## config.mk

```make
export PLATFORM = sky130hd
export DESIGN_NAME = ufc_top
export DESIGN_NICKNAME = d
export VERILOG_FILES = /design/src/ufc_pkg.sv /design/src/ufc_strap_sync.sv /design/src/ufc_fwd_gate.sv /design/src/ufc_top.sv
export VERILOG_INCLUDE_DIRS = /design/src /design/src/src
export SDC_FILE = /design/constraint.sdc
export NUM_CORES = 1
export LEC_CHECK = 0
export CAP_MARGIN = 20
export CORE_MARGIN = 2
export CORE_UTILIZATION = 50
export DETAILED_ROUTE_END_ITERATION = 8
export DONT_BUFFER_PORTS = 1
export HOLD_SLACK_MARGIN = 0.08
export PLACE_DENSITY = 0.72
export SYNTH_ARGS = -nofsm -noshare
export SYNTH_HDL_FRONTEND = slang
export SYNTH_HIERARCHICAL = 1
export SYNTH_SLANG_ARGS = --single-unit
export TNS_END_PERCENT = 30
```

## constraint.sdc

```tcl
create_clock -name sys_clk -period 3.8 [get_ports sys_clk]
set_input_delay 0.76 -clock sys_clk [delete_from_list [all_inputs] [get_ports sys_clk]]
set_output_delay 0.76 -clock sys_clk [all_outputs]
set_load 0.02 [all_outputs]
```

## src/ufc_params.svh

```systemverilog
// Constants for the unknown-packet forwarding control registers.
// Assumes inclusion by bare name from design files on the sys_clk domain.
//
// Overview of operation
// - Drive code decodes to 4/8/10/14 mA
// - Reset loads drive code 8 mA; strap loads drive bits after release
// - Strap low 10 mA, high 8 mA
// - Unknown multicast forward enable, bit five
// - Unknown multicast port map, bit0 port1
// - Unknown VID forward enable, bit five
// - Unknown VID port map, zero drops
// - Self-address filter enable, bit six
// - Self filter at egress versus MAC
// - Unknown IP multicast forward enable
// - Unknown IP multicast port map, bits 4:0
`ifndef UFC_PARAMS_SVH
`define UFC_PARAMS_SVH

`define UFC_ADDR_MCAST_DRV 8'h84
`define UFC_ADDR_VLAN_FWD 8'h85
`define UFC_ADDR_SELF_IPMC 8'h86

`define UFC_DRV_MSB 7
`define UFC_DRV_LSB 6
`define UFC_EN_BIT 5
`define UFC_SELF_BIT 6
`define UFC_MAP_MSB 4
`define UFC_MAP_LSB 0

`define UFC_DRV_RST 2'h1
`define UFC_MAP_RST 5'h00
`define UFC_EN_RST 1'h0
`define UFC_RSVD2_VAL 2'h0
`define UFC_RSVD1_VAL 1'h0
`define UFC_UNMAPPED_VAL 8'h00

`define UFC_DRV_4MA 2'h0
`define UFC_DRV_8MA 2'h1
`define UFC_DRV_10MA 2'h2
`define UFC_DRV_14MA 2'h3
`define UFC_MA_4 4'h4
`define UFC_MA_8 4'h8
`define UFC_MA_10 4'hA
`define UFC_MA_14 4'hE

`define UFC_SYNC_RST 2'h3

`endif

```

## src/ufc_pkg.sv

```systemverilog
// Types shared by the unknown-packet forwarding control block.
// Assumes a single sys_clk domain.
package ufc_pkg;

    typedef logic [4:0] ufc_map_t;

    typedef struct packed {
        logic [1:0] drv;
        logic mc_en;
        ufc_map_t mc_map;
        logic vid_en;
        ufc_map_t vid_map;
        logic self_en;
        logic ip_en;
        ufc_map_t ip_map;
        logic strap_done;
        logic [7:0] rdata;
        logic [3:0] drv_ma;
        ufc_map_t mc_fwd;
        ufc_map_t vid_fwd;
        ufc_map_t ip_fwd;
        logic self_out;
        logic egress_drop;
    } ufc_state_t;

    typedef struct packed {
        logic [1:0] sync;
        logic [1:0] valid;
    } ufc_strap_state_t;

endpackage : ufc_pkg

```

## src/ufc_strap_sync.sv

```systemverilog
// Strap pin synchroniser with a valid flag once the sample has settled.
// Assumes the strap pin is static around reset release; clock enable gates all state.
`timescale 1ns/1ps
`include "ufc_params.svh"

module ufc_strap_sync (
    input wire logic sys_clk,
    input wire logic rstn,
    input wire logic ce,
    input wire logic drive_strength_strap_pin,
    output logic strap_level,
    output logic strap_valid
);
    import ufc_pkg::*;

    ufc_strap_state_t st_r;
    ufc_strap_state_t st_nxt;

    always_comb begin
        st_nxt = st_r;
        if (ce) begin
            st_nxt.sync = {st_r.sync[0], drive_strength_strap_pin};
            // Second stage only valid after a full pass through both flops
            st_nxt.valid = {st_r.valid[0], 1'b1};
        end
    end

    // Reset to the pulled-up level; no port value enters at reset
    always_ff @(posedge sys_clk or negedge rstn) begin
        if (!rstn) begin
            st_r <= '{sync: `UFC_SYNC_RST, valid: 2'h0};
        end else begin
            st_r <= st_nxt;
        end
    end

    assign strap_level = st_r.sync[1];
    assign strap_valid = st_r.valid[1];

endmodule : ufc_strap_sync

```

## src/ufc_fwd_gate.sv

```systemverilog
// Combinational decode of drive code and gating of forward port maps.
// Assumes the caller registers every output.
`timescale 1ns/1ps
`include "ufc_params.svh"

module ufc_fwd_gate (
    input wire logic [1:0] drv,
    input wire logic mc_en,
    input wire ufc_pkg::ufc_map_t mc_map,
    input wire logic vid_en,
    input wire ufc_pkg::ufc_map_t vid_map,
    input wire logic ip_en,
    input wire ufc_pkg::ufc_map_t ip_map,
    output logic [3:0] drv_ma,
    output ufc_pkg::ufc_map_t mc_fwd,
    output ufc_pkg::ufc_map_t vid_fwd,
    output ufc_pkg::ufc_map_t ip_fwd
);
    import ufc_pkg::*;

    always_comb begin
        case (drv)
            `UFC_DRV_4MA: drv_ma = `UFC_MA_4;
            `UFC_DRV_8MA: drv_ma = `UFC_MA_8;
            `UFC_DRV_10MA: drv_ma = `UFC_MA_10;
            default: drv_ma = `UFC_MA_14;
        endcase
    end

    // Bit i steers port i+1; a cleared enable leaves the map inert
    genvar i;
    generate
        for (i = 0; i <= `UFC_MAP_MSB; i = i + 1) begin : g_port
            assign mc_fwd[i] = mc_en & mc_map[i];
            assign vid_fwd[i] = vid_en & vid_map[i];
            assign ip_fwd[i] = ip_en & ip_map[i];
        end
    endgenerate

endmodule : ufc_fwd_gate

```

## src/ufc_top.sv

```systemverilog
// Global control registers for unknown-packet forwarding, self-address
// filtering and output drive strength.
// Assumes the register access engine and egress path share sys_clk.
`timescale 1ns/1ps
`include "ufc_params.svh"

module ufc_top (
    input wire logic sys_clk,
    input wire logic rstn,
    input wire logic ce,
    input wire logic drive_strength_strap_pin,
    input wire logic [7:0] reg_addr,
    input wire logic reg_wr,
    input wire logic reg_rd,
    input wire logic [7:0] reg_wdata,
    output logic [7:0] reg_rdata,
    output logic [1:0] drive_strength_sel,
    output logic [3:0] drive_strength_ma,
    output ufc_pkg::ufc_map_t unknown_mcast_fwd_map,
    output ufc_pkg::ufc_map_t unknown_vid_fwd_map,
    output ufc_pkg::ufc_map_t unknown_ipmc_fwd_map,
    output logic unknown_mcast_fwd_en,
    output logic unknown_vid_fwd_en,
    output logic unknown_ipmc_fwd_en,
    output logic self_filter_en,
    input wire logic egress_da_valid,
    input wire logic [47:0] egress_da,
    input wire logic [47:0] self_mac,
    output logic egress_self_drop
);
    import ufc_pkg::*;

    ufc_state_t st_r;
    ufc_state_t st_nxt;

    logic strap_level;
    logic strap_valid;
    logic [3:0] drv_ma_c;
    ufc_map_t mc_fwd_c;
    ufc_map_t vid_fwd_c;
    ufc_map_t ip_fwd_c;

    ////////////////////////////////////////////////////////////////////////////
    // Strap capture and decode helpers

    ufc_strap_sync u_strap (
        .sys_clk(sys_clk),
        .rstn(rstn),
        .ce(ce),
        .drive_strength_strap_pin(drive_strength_strap_pin),
        .strap_level(strap_level),
        .strap_valid(strap_valid)
    );

    ufc_fwd_gate u_gate (
        .drv(st_r.drv),
        .mc_en(st_r.mc_en),
        .mc_map(st_r.mc_map),
        .vid_en(st_r.vid_en),
        .vid_map(st_r.vid_map),
        .ip_en(st_r.ip_en),
        .ip_map(st_r.ip_map),
        .drv_ma(drv_ma_c),
        .mc_fwd(mc_fwd_c),
        .vid_fwd(vid_fwd_c),
        .ip_fwd(ip_fwd_c)
    );

    ////////////////////////////////////////////////////////////////////////////
    // Next state

    always_comb begin
        st_nxt = st_r;
        if (ce) begin
            // Strap is taken once after release; software may override later
            if (!st_r.strap_done && strap_valid) begin
                st_nxt.drv = {~strap_level, strap_level};
                st_nxt.strap_done = 1'b1;
            end

            if (reg_wr) begin
                if (reg_addr == `UFC_ADDR_MCAST_DRV) begin
                    st_nxt.drv = reg_wdata[`UFC_DRV_MSB:`UFC_DRV_LSB];
                    st_nxt.mc_en = reg_wdata[`UFC_EN_BIT];
                    st_nxt.mc_map = reg_wdata[`UFC_MAP_MSB:`UFC_MAP_LSB];
                    // Write before strap sample must not be undone by it
                    st_nxt.strap_done = 1'b1;
                end else if (reg_addr == `UFC_ADDR_VLAN_FWD) begin
                    st_nxt.vid_en = reg_wdata[`UFC_EN_BIT];
                    st_nxt.vid_map = reg_wdata[`UFC_MAP_MSB:`UFC_MAP_LSB];
                end else if (reg_addr == `UFC_ADDR_SELF_IPMC) begin
                    st_nxt.self_en = reg_wdata[`UFC_SELF_BIT];
                    st_nxt.ip_en = reg_wdata[`UFC_EN_BIT];
                    st_nxt.ip_map = reg_wdata[`UFC_MAP_MSB:`UFC_MAP_LSB];
                end
            end

            if (reg_rd) begin
                if (reg_addr == `UFC_ADDR_MCAST_DRV) begin
                    st_nxt.rdata = {st_r.drv, st_r.mc_en, st_r.mc_map};
                end else if (reg_addr == `UFC_ADDR_VLAN_FWD) begin
                    st_nxt.rdata = {`UFC_RSVD2_VAL, st_r.vid_en, st_r.vid_map};
                end else if (reg_addr == `UFC_ADDR_SELF_IPMC) begin
                    st_nxt.rdata = {`UFC_RSVD1_VAL, st_r.self_en, st_r.ip_en,
                                    st_r.ip_map};
                end else begin
                    st_nxt.rdata = `UFC_UNMAPPED_VAL;
                end
            end

            st_nxt.drv_ma = drv_ma_c;
            st_nxt.mc_fwd = mc_fwd_c;
            st_nxt.vid_fwd = vid_fwd_c;
            st_nxt.ip_fwd = ip_fwd_c;
            st_nxt.self_out = st_r.self_en;
            // Egress-side compare; one-cycle drop pulse per frame whose DA matches self_mac while self_en
            st_nxt.egress_drop = egress_da_valid && st_r.self_en
                                 && (egress_da == self_mac);
        end
    end

    ////////////////////////////////////////////////////////////////////////////
    // State register

    always_ff @(posedge sys_clk or negedge rstn) begin
        if (!rstn) begin
            st_r <= '{
                drv: `UFC_DRV_RST,
                mc_en: `UFC_EN_RST,
                mc_map: `UFC_MAP_RST,
                vid_en: `UFC_EN_RST,
                vid_map: `UFC_MAP_RST,
                self_en: `UFC_EN_RST,
                ip_en: `UFC_EN_RST,
                ip_map: `UFC_MAP_RST,
                strap_done: 1'b0,
                rdata: `UFC_UNMAPPED_VAL,
                drv_ma: `UFC_MA_8,
                mc_fwd: `UFC_MAP_RST,
                vid_fwd: `UFC_MAP_RST,
                ip_fwd: `UFC_MAP_RST,
                self_out: 1'b0,
                egress_drop: 1'b0
            };
        end else begin
            st_r <= st_nxt;
        end
    end

    ////////////////////////////////////////////////////////////////////////////
    // Outputs, all from flops

    assign reg_rdata = st_r.rdata;
    assign drive_strength_sel = st_r.drv;
    assign drive_strength_ma = st_r.drv_ma;
    assign unknown_mcast_fwd_map = st_r.mc_fwd;
    assign unknown_vid_fwd_map = st_r.vid_fwd;
    assign unknown_ipmc_fwd_map = st_r.ip_fwd;
    assign unknown_mcast_fwd_en = st_r.mc_en;
    assign unknown_vid_fwd_en = st_r.vid_en;
    assign unknown_ipmc_fwd_en = st_r.ip_en;
    assign self_filter_en = st_r.self_out;
    assign egress_self_drop = st_r.egress_drop;

endmodule : ufc_top

```

==> run_summary.xml <==
<?xml version="1.0" encoding="UTF-8"?>
<metrics>
  <group name="synthesis">
    <metric name="synthCells" unit="">280</metric>
    <metric name="dominantRegCellSynth" unit="">sky130_fd_sc_hd__dfrtp_1</metric>
    <metric name="mappedNetlistArea" unit="sq mm">0.00317</metric>
    <metric name="yosysUniqueCellTypes" unit="">35</metric>
    <metric name="ys_seq_elements" unit="">55</metric>
    <metric name="number_of_enable_type_register_cells_in_the_synthesized_netlist" unit="">0</metric>
    <metric name="synth-seq-area-share" unit="%">43.6</metric>
    <metric name="synth.largest_area_cell" unit="">sky130_fd_sc_hd__dfrtp_1</metric>
    <metric name="mean_syn_cell_area" unit="sq um">11.3</metric>
    <metric name="netlist_top_cells_area" unit="">sky130_fd_sc_hd__dfrtp_1 (40%), sky130_fd_sc_hd__mux2_2 (15%), sky130_fd_sc_hd__xor2_1 (7.7%), sky130_fd_sc_hd__buf_4 (7.6%), sky130_fd_sc_hd__xnor2_1 (5.5%)</metric>
    <metric name="asyncSetResetFlopFracSynth" unit="%">100</metric>
    <metric name="synth_largest_type_area_fraction" unit="%">40.3</metric>
    <metric name="synth.net_count" unit="">402</metric>
    <metric name="synth.yosys.warnings" unit="">6</metric>
  </group>
  <group name="die">
    <metric name="die-area" unit="sq mm">0.00699</metric>
    <metric name="io-pin-count" unit="">153</metric>
    <metric name="floorplan.die.width" unit="um">83.6</metric>
    <metric name="fp-row-count" unit="">28</metric>
    <metric name="start_util" unit="%">52.6</metric>
    <metric name="floorplan.core_area" unit="sq mm">0.00603</metric>
    <metric name="die_h" unit="um">83.6</metric>
  </group>
  <group name="setup_path">
    <metric name="critical_path.endpoint_type" unit="">flop</metric>
    <metric name="worst_ep_arrival_time" unit="ps">2320</metric>
    <metric name="rr_startpoint" unit="">drive_strength_sel[0]</metric>
    <metric name="critPathRequiredTime" unit="ps">3990</metric>
    <metric name="worstSetupPathType" unit="">input pin to flop</metric>
    <metric name="crit_path_max_fanout" unit="">8</metric>
    <metric name="cp_startpoint" unit="">reg_addr[3]</metric>
    <metric name="nature_of_the_critical_path_startpoint" unit="">input pin</metric>
  </group>
  <group name="timing">
    <metric name="achievable-frequency" unit="GHz">0.470</metric>
    <metric name="setup_violations" unit="">0</metric>
    <metric name="finalMaxSlewViolations" unit="">0</metric>
    <metric name="layout_setup_ws" unit="ps">1670</metric>
    <metric name="max-slew-margin-rel" unit="%">64.6</metric>
    <metric name="setup_total_negative_slack" unit="ps">0</metric>
    <metric name="rsz_0062_raised_after_global_routing" unit="">no</metric>
    <metric name="fin_worst_skew" unit="ps">4.82</metric>
    <metric name="final.period_utilization" unit="%">56.0</metric>
    <metric name="period_minus_slack" unit="ps">2130</metric>
    <metric name="timing_hold_violations_final" unit="">0</metric>
    <metric name="worst_pin_slew" unit="ps">531</metric>
    <metric name="final.hold.worst_slack" unit="ps">143</metric>
  </group>
  <group name="global_route">
    <metric name="first_global_vias" unit="">2056</metric>
    <metric name="grt_util_all_layers" unit="%">19.8</metric>
    <metric name="overflow" unit="">0</metric>
    <metric name="antenna_found_initial" unit="">0</metric>
    <metric name="largest_net_degree_at_the_start_of_global_routing" unit="">56</metric>
    <metric name="grt_pass1_wl" unit="um">10800</metric>
  </group>
  <group name="detailed_routing">
    <metric name="ant_nets" unit="">0</metric>
    <metric name="detail_route.drc_violations" unit="">0</metric>
    <metric name="vias" unit="">1923</metric>
    <metric name="wl" unit="um">6830</metric>
    <metric name="wl_per_cell" unit="um">20.9</metric>
    <metric name="first_iter_violations" unit="">91</metric>
    <metric name="post_drt_via_cell_ratio" unit="">5.90</metric>
    <metric name="drt-pass1-iter-count" unit="">4</metric>
  </group>
  <group name="clock_tree">
    <metric name="cts_root_buf" unit="">sky130_fd_sc_hd__clkbuf_8</metric>
    <metric name="worst_setup_hold_path_clk_slew" unit="ps">90</metric>
    <metric name="h_tree_lvls" unit="">2</metric>
    <metric name="post_cts.resized_instances" unit="">0</metric>
    <metric name="post-cts-setup-buffer-count" unit="">0</metric>
    <metric name="cts-root-to-sink-buffers" unit="">2</metric>
    <metric name="cts.hold.buffers_added" unit="">0</metric>
    <metric name="numCtsBuffers" unit="">5</metric>
    <metric name="worst_skew_pair.late_latency" unit="ps">300</metric>
    <metric name="numClockSinks" unit="">55</metric>
    <metric name="cts_tree" unit="">built</metric>
  </group>
  <group name="layout">
    <metric name="area_growth_syn_to_layout" unit="%">-2.96</metric>
    <metric name="design_area" unit="sq mm">0.00307</metric>
    <metric name="final_core_util" unit="%">51.0</metric>
    <metric name="drive_gt1_share" unit="%">22.7</metric>
    <metric name="sequential_cell_area" unit="sq mm">0.00138</metric>
    <metric name="multi_input_area" unit="sq mm">0.00150</metric>
    <metric name="mostFrequentLayoutCells" unit="">sky130_fd_sc_hd__dfrtp_1 (51), sky130_fd_sc_hd__mux2_2 (42), sky130_fd_sc_hd__xor2_1 (28), sky130_fd_sc_hd__xnor2_1 (20), sky130_fd_sc_hd__and2_1 (17)</metric>
    <metric name="finish.net_count" unit="">372</metric>
    <metric name="num_antenna_cells" unit="">0</metric>
    <metric name="fill_cell_instance_count_of_the_final_layout" unit="">534</metric>
    <metric name="final_common_cell" unit="">sky130_fd_sc_hd__dfrtp_1</metric>
    <metric name="final_cells" unit="">326</metric>
  </group>
  <group name="job">
    <metric name="max-cap-violations" unit="">0</metric>
  </group>
  <group name="power">
    <metric name="cellLeakagePower" unit="nW">1.34</metric>
    <metric name="power_density" unit="mW/mm^2">364</metric>
    <metric name="post_layout_power" unit="mW">1.12</metric>
    <metric name="power.ir.vdd_worst" unit="uV">241</metric>
  </group>
  <group name="hold_path">
    <metric name="hp-class" unit="">input pin to async pin</metric>
  </group>
  <group name="run_status">
    <metric name="run_status" unit="">completed</metric>
  </group>
  <group name="placed_design">
    <metric name="globalplace.congestion" unit="">0.889</metric>
    <metric name="buffer_ports.inserted" unit="">0</metric>
    <metric name="detailedPlacementHpwl" unit="um">5500</metric>
    <metric name="place_ws" unit="ps">1370</metric>
    <metric name="post_dp_cell_area" unit="sq mm">0.00299</metric>
    <metric name="placedCellCount" unit="">318</metric>
  </group>
</metrics>
## power by group
| part | total (mW) | switching [mW] | internal, mW |
|---|---|---|---|
| clock network | 0.306 | 0.175 | 0.131 |
| registers | 0.700 | 0.0714 | 0.628 |
| logic | 0.114 | 0.0437 | 0.0700 |
## state kept, by name, summed over array words and instances, names as in the netlist
register,flops
u_strap/strap_valid,1
self_filter_en,1
unknown_mcast_fwd_en,1
unknown_ipmc_fwd_map,5
drive_strength_sel,2
unknown_vid_fwd_en,1
unknown_mcast_fwd_map,5
st_r,17
drive_strength_ma,4
unknown_vid_fwd_map,5
egress_self_drop,1
unknown_ipmc_fwd_en,1
u_strap/strap_level,1
u_strap/st_r,2
reg_rdata,8
## area by class of cell
type                    count  area share [%]
clock buffers               8            2.61
inverters                   5           0.611
multi-input cells         183            48.8
flip-flops and latches     55            45.0
well taps                  75            3.05
## path summary, 6_finish.rpt
check | endpoint | slack, ps | cells after the start
setup / recovery | st_r[31] | 1670 | 5
hold / removal | drive_strength_ma[2] | 140 | 0
setup reg to reg | drive_strength_ma[1] | 2290 | 4
hold reg to reg | u_strap/st_r[0] | 470 | 1
max in group asynchronous | u_strap/strap_level | 3470 | 0
min in group sys_clk | u_strap/st_r[0] | 470 | 1
## layer usage
metal | up-vias | part of all wire [%] | global-route usage (%)
met5 | - | 0 | 0
met4 | 0 | 1.6 | 4.55
met3 | 8 | 7.4 | 5.34
met2 | 109 | 55 | 37.6
met1 | 936 | 36 | 21.7
li1 | 870 | - | -
## cells in the mapped netlist, types with 3 or more instances
| cell | n |
|---|---|
| sky130_fd_sc_hd__dfrtp_1 | 51 |
| sky130_fd_sc_hd__mux2_2 | 42 |
| sky130_fd_sc_hd__buf_4 | 32 |
| sky130_fd_sc_hd__xor2_1 | 28 |
| sky130_fd_sc_hd__xnor2_1 | 20 |
| sky130_fd_sc_hd__and2_1 | 17 |
| sky130_fd_sc_hd__nand2_1 | 12 |
| sky130_fd_sc_hd__nor2_1 | 10 |
| sky130_fd_sc_hd__nand4_1 | 8 |
| sky130_fd_sc_hd__nor4_1 | 8 |
| sky130_fd_sc_hd__a221oi_1 | 7 |
| sky130_fd_sc_hd__a21oi_1 | 6 |
| sky130_fd_sc_hd__inv_1 | 5 |
| sky130_fd_sc_hd__dfstp_2 | 4 |
| sky130_fd_sc_hd__nand3_1 | 4 |
| sky130_fd_sc_hd__ha_1 | 3 |
## logic make-up after synthesis
| logic type | synth area share, % |
|---|---|
| muxes | 14.9 |
| and+or+nand+nor | 14.4 |
| adders and majority gates | 1.19 |
| other | 0.118 |
| DFF | 43.6 |
| xor gates and xnor gates | 13.3 |
| buffers and inverters | 9.05 |
| AOI/OAI and AO/OA | 3.40 |
## critical path, stage by stage
cell	delay, ps
sky130_fd_sc_hd__nand4bb_4	230
sky130_fd_sc_hd__nor4_1	180
sky130_fd_sc_hd__and2_1	360
sky130_fd_sc_hd__and3_1	400
sky130_fd_sc_hd__mux2_2	380
Power figures use the tool's default switching activity.
